<file path="config.mk">
export PLATFORM = sky130hd
export DESIGN_NAME = internal_oscillator_control
export DESIGN_NICKNAME = d
export VERILOG_FILES = /design/src/pkg/osc_pkg.sv /design/src/core/internal_oscillator_control.sv
export VERILOG_INCLUDE_DIRS = /design/src /design/src/pkg
export SDC_FILE = /design/constraint.sdc
export NUM_CORES = 1
export LEC_CHECK = 0
export ABC_AREA = 1
export BUFFER_PORTS_ARGS = -buffer_cell sky130_fd_sc_hd__clkbuf_2
export CAP_MARGIN = 20
export CORE_MARGIN = 2
export CORE_UTILIZATION = 45
export DETAILED_ROUTE_END_ITERATION = 8
export GPL_ROUTABILITY_DRIVEN = 1
export GPL_TIMING_DRIVEN = 0
export PLACE_DENSITY_LB_ADDON = 0.08
export SLEW_MARGIN = 20
export SYNTH_ARGS = -nofsm -noshare
export SYNTH_HDL_FRONTEND = slang
export SYNTH_SLANG_ARGS = --single-unit
</file>
<file path="constraint.sdc">
create_clock -name CLK_SYS -period 1.7 [get_ports CLK_SYS]
set_clock_uncertainty 0.05 [all_clocks]
set_input_delay 0 -clock CLK_SYS [delete_from_list [all_inputs] [get_ports CLK_SYS]]
set_output_delay 0 -clock CLK_SYS [all_outputs]
set_load 0.03 [all_outputs]
</file>
<file path="src/pkg/osc_params.svh">
// Purpose: constants for the internal oscillator control block
// Assumes: register index = printed offset, byte address = 4 * index
// Notes:   definitions only
`ifndef OSC_PARAMS_SVH
`define OSC_PARAMS_SVH

// register indices
`define IDX_CUR_SRC      10'h20e
`define IDX_SEC_PWR      10'h20f
`define IDX_READY        10'h210
`define IDX_FORCE        10'h211
`define IDX_TRIM         10'h212
`define IDX_FREQ         10'h213
`define IDX_ACT          10'h214

// byte address split: index above, byte offset below
`define IDX_LSB          2
`define IDX_MSB          11

// field positions
`define POS_FAST         6
`define POS_MEDIUM       5
`define POS_SLOW         4
`define POS_SECONDARY    3
`define POS_CONVERTER    2
`define POS_FIXED        1
`define POS_SEC_PWR      6
`define POS_CUR_SRC_LO   4
`define POS_TUNE_EN      7
`define POS_TUNE_HOLD    6
`define POS_TUNE_LOCK    3
`define POS_TUNE_RANGE   1

// masks and reset values
`define FORCE_MASK       8'h7c
`define RST_FORCE        8'h00
`define RST_SEC_PWR      1'b1
`define RST_TRIM         6'h00
`define RST_FREQ         3'h0
`define FREQ_LAST_LEGAL  3'h5

`endif

</file>
<file path="src/pkg/osc_pkg.sv">
// Purpose: types for the internal oscillator control block
// Assumes: nothing
// Notes:   constants live in osc_params.svh
package osc_pkg;
	typedef enum logic [2:0] {
		FREQ_1MHZ  = 3'h0,
		FREQ_2MHZ  = 3'h1,
		FREQ_4MHZ  = 3'h2,
		FREQ_8MHZ  = 3'h3,
		FREQ_16MHZ = 3'h4,
		FREQ_32MHZ = 3'h5
	} freq_e;
	typedef logic [5:0] trim_t;
	typedef logic [6:1] osc_vec_t;
endpackage

</file>
<file path="src/core/internal_oscillator_control.sv">
// Purpose: register file and run/ready logic for the internal oscillators
// Assumes: Avalon-MM slave, byte addressed, one wait state per access
// Notes:   oscillator vectors are indexed by status bit position 6..1
`timescale 1ns/1ps
`include "osc_params.svh"

// Overview of operation
// - the 3-bit frequency select picks 1,2,4,8,16 or 32 MHz, codes 110/111 are reserved.
// - status bit 6 reads 1 only while the fast oscillator runs and is ready.
// - status bit 5 reads 1 only while the medium oscillator is ready.
// - status bit 4 reads 1 only while the slow oscillator is ready.
// - status bit 3 reads 1 only while the secondary crystal oscillator is ready.
// - status bit 2 reads 1 only while the converter RC oscillator is ready.
// - status bit 1 reads 1 only while the fixed oscillator is ready.
// - enable bit 6 forces the fast oscillator on at the selected frequency, else peripherals may.
// - enable bit 5 forces the medium oscillator on, else peripherals may start it.
// - enable bit 4 forces the slow oscillator on, else peripherals may start it.
// - enable bit 3 forces the secondary oscillator on in the chosen power mode.
// - enable bit 2 forces the converter oscillator on; all enable bits are RW, reset 0.
// - the secondary power bit selects high power at 1, low power at 0, and resets to 1.
// - the signed 6-bit trim moves the fast oscillator around its centre, default 0.
// - a read-only 3-bit field reports the source currently clocking the device.
module internal_oscillator_control #(
	parameter int ADDR_W = 12
) (
	// clock and reset
	input  wire logic                CLK_SYS,
	input  wire logic                RST,
	// avalon-mm slave
	input  wire logic [ADDR_W-1:0]   AVS_ADDRESS,
	input  wire logic                AVS_READ,
	input  wire logic                AVS_WRITE,
	input  wire logic [31:0]         AVS_WRITEDATA,
	input  wire logic [3:0]          AVS_BYTEENABLE,
	output logic      [31:0]         AVS_READDATA,
	output logic                     AVS_WAITREQUEST,
	// oscillator side
	input  wire logic [6:1]          OSC_PERIPH_REQ,
	input  wire logic [6:1]          OSC_VALID,
	output logic      [6:1]          OSC_RUN,
	input  wire logic [2:0]          CURRENT_SOURCE_CODE,
	input  wire logic                AUTO_TUNE_LOCKED,
	input  wire logic                AUTO_TUNE_OUT_OF_RANGE,
	// oscillator settings
	output logic      [2:0]          FAST_OSC_FREQ_SELECT,
	output logic      [5:0]          FAST_OSC_TRIM_VALUE,
	output logic                     SECONDARY_POWER_SELECT,
	output logic                     AUTO_TUNE_ENABLE,
	output logic                     AUTO_TUNE_UPDATE_HOLD
);

	// bus handshake state
	logic                ack_reg;
	logic                ack_next;
	logic [31:0]         rdata_reg;
	logic [31:0]         rdata_next;

	// software registers
	logic [7:0]          force_reg;
	logic [7:0]          force_next;
	logic                sec_pwr_reg;
	logic                sec_pwr_next;
	osc_pkg::trim_t      trim_reg;
	osc_pkg::trim_t      trim_next;
	osc_pkg::freq_e      freq_reg;
	osc_pkg::freq_e      freq_next;
	logic                tune_en_reg;
	logic                tune_en_next;
	logic                tune_hold_reg;
	logic                tune_hold_next;

	// oscillator state
	osc_pkg::osc_vec_t   valid_meta_reg;
	osc_pkg::osc_vec_t   valid_sync_reg;
	osc_pkg::osc_vec_t   run_reg;
	osc_pkg::osc_vec_t   run_next;
	osc_pkg::osc_vec_t   ready_reg;
	osc_pkg::osc_vec_t   ready_next;

	// decode
	logic                req;
	logic                wr_go;
	logic                lane0;
	logic                addr_ok;
	logic [9:0]          idx;
	logic [7:0]          rd_byte;
	osc_pkg::osc_vec_t   force_vec;
	logic                upper_ok;
	logic                freq_ok;
	logic                trim_sw_ok;

	// individual status bits
	logic                fast_rdy;
	logic                med_rdy;
	logic                slow_rdy;
	logic                sec_rdy;
	logic                conv_rdy;
	logic                fix_rdy;

	// bits above the map must be clear, else a wider bus aliases the registers
	if (ADDR_W > `IDX_MSB + 1) begin : g_upper
		assign upper_ok = (AVS_ADDRESS[ADDR_W-1:`IDX_MSB+1] == '0);
	end else begin : g_no_upper
		assign upper_ok = 1'b1;
	end

	assign req     = AVS_READ | AVS_WRITE;
	assign idx     = AVS_ADDRESS[`IDX_MSB:`IDX_LSB];
	assign addr_ok = (AVS_ADDRESS[`IDX_LSB-1:0] == '0) & upper_ok;
	assign lane0   = AVS_BYTEENABLE[0];
	// write lands on the edge where waitrequest is sampled low
	assign wr_go   = AVS_WRITE & ack_reg & addr_ok & lane0;
	// reserved codes are refused so the output never leaves the table
	assign freq_ok    = (AVS_WRITEDATA[2:0] <= `FREQ_LAST_LEGAL);
	// tuning engine or hold bit owns the trim; software writes drop
	assign trim_sw_ok = ~tune_en_reg & ~tune_hold_reg;

	assign fast_rdy = ready_reg[`POS_FAST];
	assign med_rdy  = ready_reg[`POS_MEDIUM];
	assign slow_rdy = ready_reg[`POS_SLOW];
	assign sec_rdy  = ready_reg[`POS_SECONDARY];
	assign conv_rdy = ready_reg[`POS_CONVERTER];
	assign fix_rdy  = ready_reg[`POS_FIXED];

	// one wait state: first cycle decodes, second cycle answers
	always_comb begin
		ack_next = req & ~ack_reg;
	end

	assign AVS_WAITREQUEST = req & ~ack_reg;
	assign AVS_READDATA    = rdata_reg;

	// read mux; unmapped addresses read zero
	always_comb begin
		rd_byte = 8'h00;
		if (addr_ok) begin
			unique case (idx)
				`IDX_CUR_SRC: begin
					rd_byte[`POS_CUR_SRC_LO +: 3] = CURRENT_SOURCE_CODE;
				end
				`IDX_SEC_PWR: begin
					rd_byte[`POS_SEC_PWR] = sec_pwr_reg;
				end
				`IDX_READY: begin
					// no write path reaches these bits, so they stay read-only
					rd_byte[`POS_FAST]      = fast_rdy;
					rd_byte[`POS_MEDIUM]    = med_rdy;
					rd_byte[`POS_SLOW]      = slow_rdy;
					rd_byte[`POS_SECONDARY] = sec_rdy;
					rd_byte[`POS_CONVERTER] = conv_rdy;
					rd_byte[`POS_FIXED]     = fix_rdy;
				end
				`IDX_FORCE: begin
					rd_byte = force_reg;
				end
				`IDX_TRIM: begin
					rd_byte[5:0] = trim_reg;
				end
				`IDX_FREQ: begin
					rd_byte[2:0] = freq_reg;
				end
				`IDX_ACT: begin
					rd_byte[`POS_TUNE_EN]    = tune_en_reg;
					rd_byte[`POS_TUNE_HOLD]  = tune_hold_reg;
					rd_byte[`POS_TUNE_LOCK]  = AUTO_TUNE_LOCKED;
					rd_byte[`POS_TUNE_RANGE] = AUTO_TUNE_OUT_OF_RANGE;
				end
				default: begin
					rd_byte = 8'h00;
				end
			endcase
		end
	end

	always_comb begin
		rdata_next = rdata_reg;
		if (AVS_READ & ~ack_reg) begin
			rdata_next = {24'h00_0000, rd_byte};
		end
	end

	// register writes
	always_comb begin
		force_next     = force_reg;
		sec_pwr_next   = sec_pwr_reg;
		trim_next      = trim_reg;
		freq_next      = freq_reg;
		tune_en_next   = tune_en_reg;
		tune_hold_next = tune_hold_reg;
		if (wr_go) begin
			unique case (idx)
				`IDX_FORCE: begin
					force_next = AVS_WRITEDATA[7:0] & `FORCE_MASK;
				end
				`IDX_SEC_PWR: begin
					sec_pwr_next = AVS_WRITEDATA[`POS_SEC_PWR];
				end
				`IDX_TRIM: begin
					if (trim_sw_ok) begin
						trim_next = AVS_WRITEDATA[5:0];
					end
				end
				`IDX_FREQ: begin
					if (freq_ok) begin
						freq_next = osc_pkg::freq_e'(AVS_WRITEDATA[2:0]);
					end
				end
				`IDX_ACT: begin
					tune_en_next   = AVS_WRITEDATA[`POS_TUNE_EN];
					tune_hold_next = AVS_WRITEDATA[`POS_TUNE_HOLD];
				end
				default: begin
					force_next = force_reg;
				end
			endcase
		end
	end

	// run request and ready flags
	always_comb begin
		force_vec                 = '0;
		force_vec[`POS_FAST]      = force_reg[`POS_FAST];
		force_vec[`POS_MEDIUM]    = force_reg[`POS_MEDIUM];
		force_vec[`POS_SLOW]      = force_reg[`POS_SLOW];
		force_vec[`POS_SECONDARY] = force_reg[`POS_SECONDARY];
		force_vec[`POS_CONVERTER] = force_reg[`POS_CONVERTER];
		// fixed oscillator has no force bit; peripherals alone start it
		run_next   = force_vec | OSC_PERIPH_REQ;
		// ready needs the run request still present, so it drops with it
		ready_next = valid_sync_reg & run_reg & run_next;
	end

	// bus handshake registers
	always_ff @(posedge CLK_SYS) begin
		if (RST) begin
			ack_reg   <= 1'b0;
			rdata_reg <= 32'h0000_0000;
		end else begin
			ack_reg   <= ack_next;
			rdata_reg <= rdata_next;
		end
	end

	// software registers
	always_ff @(posedge CLK_SYS) begin
		if (RST) begin
			force_reg     <= `RST_FORCE;
			sec_pwr_reg   <= `RST_SEC_PWR;
			trim_reg      <= `RST_TRIM;
			freq_reg      <= osc_pkg::FREQ_1MHZ;
			tune_en_reg   <= 1'b0;
			tune_hold_reg <= 1'b0;
		end else begin
			force_reg     <= force_next;
			sec_pwr_reg   <= sec_pwr_next;
			trim_reg      <= trim_next;
			freq_reg      <= freq_next;
			tune_en_reg   <= tune_en_next;
			tune_hold_reg <= tune_hold_next;
		end
	end

	// valid comes from free-running analog cells, so synchronise
	always_ff @(posedge CLK_SYS) begin
		if (RST) begin
			valid_meta_reg <= '0;
			valid_sync_reg <= '0;
		end else begin
			valid_meta_reg <= OSC_VALID;
			valid_sync_reg <= valid_meta_reg;
		end
	end

	// run requests and ready flags
	always_ff @(posedge CLK_SYS) begin
		if (RST) begin
			run_reg   <= '0;
			ready_reg <= '0;
		end else begin
			run_reg   <= run_next;
			ready_reg <= ready_next;
		end
	end

	assign OSC_RUN                = run_reg;
	assign FAST_OSC_FREQ_SELECT   = freq_reg;
	assign FAST_OSC_TRIM_VALUE    = trim_reg;
	assign SECONDARY_POWER_SELECT = sec_pwr_reg;
	assign AUTO_TUNE_ENABLE       = tune_en_reg;
	assign AUTO_TUNE_UPDATE_HOLD  = tune_hold_reg;

endmodule

</file>
==> metrics.csv <==
stage,metric,value,unit
synth,synth_edf_count,0,
setup_path,crit_family,flip-flops,
layout,diodes,0,
sta,final_hold_viol_count,0,
sta,rsz0062_at_grt,no,
grt,grt_first_pass_wirelength,8059,µm
routing,ant_nets,0,
setup_path,crit_buf_inv,2,
routing,drt_iter0_markers,71,
worst_hold_path,min_to,AVS_READDATA[7],
clock_network,clock-sinks,50,
setup_path,required,1.85,ns
synth,synth_xor_xnor_area_share,0,
setup_path,setup.worst_path.start_class,flop,
setup_path,endpoint_kind,flop,
setup_path,crit_chain,nand4_2 -> inv_1 -> nand3_2 -> buf_6 -> o21ai_1 -> a21oi_1,
worst_hold_path,worstHoldStart,AVS_ADDRESS[5],
power_and_ir_drop,leakagePower,1.627,nW
synth,synth.top_cells.by_count,"52 x inv_1, 50 x dfxtp_1, 43 x nand2_1",
clock_network,cts-root-buf,clkbuf_8,
routing,dr.pass1.iters,4,
die,start_util,0.4586,
layout,largest_register_ffs,8,
layout,layout.nets,494,
synth,ys_top_cells_by_area,"dfxtp_1 43%, inv_1 8.4%, buf_4 7.8%, nand2_1 7.0%, nor2_1 4.9%",
synth,ys_async_sr_fraction,0,
clock_network,numCtsBuffers,5,
sta,finalSetupTns,0,ns
worst_hold_path,hp-class,in2reg,
power_and_ir_drop,p_per_area,706.8,nW/µm²
place,globalplace.congestion,0.8330,
setup_path,crit_type,reg2reg,
setup_path,slowest_stage,dfxtp_1,
run,maxCapViolCount,0,
die,top_level_ports,120,
grt,grt_pass1_vias,1908,
die,core_area,5042,µm²
clock_network,clkTransAtPathRegs,0.09,ns
synth,synth_flop_cell,dfxtp_1,
synth,synth_cell_type_count,29,
worst_hold_path,hold_depth,4,
place,io_buffers,68,
routing,vias,2114,
place,dp_hpwl,4080,µm
synth,synth_area,2312,µm²
clock_network,htree_levels,2,
setup_path,reg2reg_to,FAST_OSC_TRIM_VALUE[1],
place,placed_cell_area,2826,µm²
layout,fin_area,3153,µm²
routing,vias_per_cell,4.262,
clock_network,cts_tree,yes,
synth,ys_ff_latch,50,
sta,fin_crit,1.467,ns
synth,yosysMostFrequentCell,inv_1,
sta,finalSetupViolations,0,
die,die_area,5727,µm²
grt,grt_overflow,0,
routing,drcViolationCount,0,
synth,synth_top_family_by_area,simple AND/OR/NAND/NOR gates,
setup_path,worstPathMaxFanout,10,
synth,synth_fa_ha_area_frac,0,
synth,yosysWarnings,0,
synth,synthSimpleGateAreaFrac,0.2825,
clock_network,cts.path.max_buffers,2,
sta,report.final.slew_viol_count,0,
clock_network,clock_latency,0.30,ns
grt,globalRouteTotalUtil,0.1890,
routing,wire_per_inst,10.42,µm
power_and_ir_drop,irDropWorstVdd,0.0006103,V
clock_network,postCtsSetupRepairBufs,0,
setup_path,cp.arrival,1.62,ns
sta,fin_crit_sh,0.8632,
synth,synth_area_per_cell,7.631,µm²
place,numPlacedInstances,464,
synth,synth_cells,303,
synth,muxShareOfSynthArea,0,
die,die_y,75.68,µm
grt,grt_max_degree,16,
grt,grt_antenna_before_repair,0,
setup_path,r2r_cells,6,
routing,totalWireLength,5169,µm
die,fp.dieW,75.68,µm
die,core.rowCount,26,
synth,ys_seq_area_frac,0.4329,
layout,areaGrowthSynthToFinish,36.36,%
setup_path,r2r_start,ack_reg,
synth,synthDominantAreaCellType,dfxtp_1,
layout,drive_above_1_share,0.3028,
sta,max_freq,681.5,MHz
synth,yosysTopAreaCellShare,0.4329,
outcome,status,"complete, no violations",
setup_path,reg2reg_setup_slack,0.23,ns
setup_path,max_stage_delay,0.40,ns
synth,synth_compound_area_frac,0.1055,
layout,instances_no_fill,496,
[routing by layer]
metal	up-vias	track usage	part of all wire
li1	1137	-	-
met1	912	0.2195	0.44
met2	56	0.3304	0.49
met3	9	0.04365	0.044
met4	0	0.08577	0.022
met5	-	0	0
[what timing repair did]
action,4_1_cts,5_1_grt
endpoints found under the hold margin,35,0
hold buffers,24,0
gates resized for setup,0,0
[where the power goes]
group	internal (W)	leakage [nW]	switching [W]
combinational	0.000142	1.17	0.000206
clock	0.000291	0.0452	0.000386
sequential	0.00119	0.407	0.00000958
total	0.00163	1.63	0.000602
[cell usage in the layout, fill, tap and decap left out]
master         count
conb_1            24
inv_2              2
nor2_4             4
clkinv_4           1
o21ai_1            7
nand2_1           43
o21ai_2            3
clkbuf_1           4
nor3b_2            1
nand4_1            7
a21oi_1           20
buf_4             24
clkinv_2           1
nand3_2            2
dlygate4sd3_1     24
clkbuf_2          68
buf_6              1
and3_1             1
nor3_1             2
nor2_8             2
dfxtp_1           50
a21oi_2            2
nand3_1           21
nor2_2             6
nand2_2            2
buf_2              1
o211ai_1           1
inv_1             52
nand2_4            3
o21bai_1           1
o21ai_0           10
clkbuf_8           5
nor2_1            30
nand4_2            1
[stage by stage]
stage	util	hold WS [ns]	setup WS, ns	total power, W
floorplan	-	0.01951	0.4716	0.001447
global placement	0.5605	0.1419	0.2574	0.001531
detailed placement	0.5605	0.1454	0.2502	0.001535
CTS	0.6253	0.04189	0.2385	0.002249
global route	0.6253	0.07123	0.1375	0.002336
finish	0.6253	0.04712	0.2326	0.002229
[cell type report]
cell class / count / area, µm²
Clock inverter: 2 / 13.76
Timing Repair Buffer: 92 / 580.6
Multi-Input combinational cell: 193 / 987.2
Inverter: 54 / 202.7
Clock buffer: 6 / 72.57
Fill cell: 479 / 1889
Buffer: 29 / 207.7
Sequential cell: 50 / 1001
Tap cell: 70 / 87.58
[worst max-delay path by stage]
stage,from,end,slack (ns),cells after the start
3_5_place_dp,ack_reg,FAST_OSC_TRIM_VALUE[1],0.25,6
3_3_place_gp,ack_reg,FAST_OSC_TRIM_VALUE[1],0.26,6
5_1_grt,ack_reg,FAST_OSC_TRIM_VALUE[1],0.14,6
4_1_cts,ack_reg,FAST_OSC_TRIM_VALUE[1],0.24,6
6_report,ack_reg,FAST_OSC_TRIM_VALUE[1],0.23,6
2_1_floorplan,ack_reg,FAST_OSC_TRIM_VALUE[0],0.47,6
[kinds of logic after synthesis]
kind of cell           count (synthesis)
and+or+nand+nor                      125
other                                  1
DFF                                   50
AOI/OAI and AO/OA                     44
buffers and inverters                 83
[worst register-to-register path: cells and delay by family, from the launching register on]
family | cells | cell delay, ns
DFF | 1 | 0.40
and+or+nand+nor | 2 | 0.37
buffers and inverters | 2 | 0.37
AOI/OAI and AO/OA | 2 | 0.17
No activity file was read; power rests on OpenSTA's default activity.
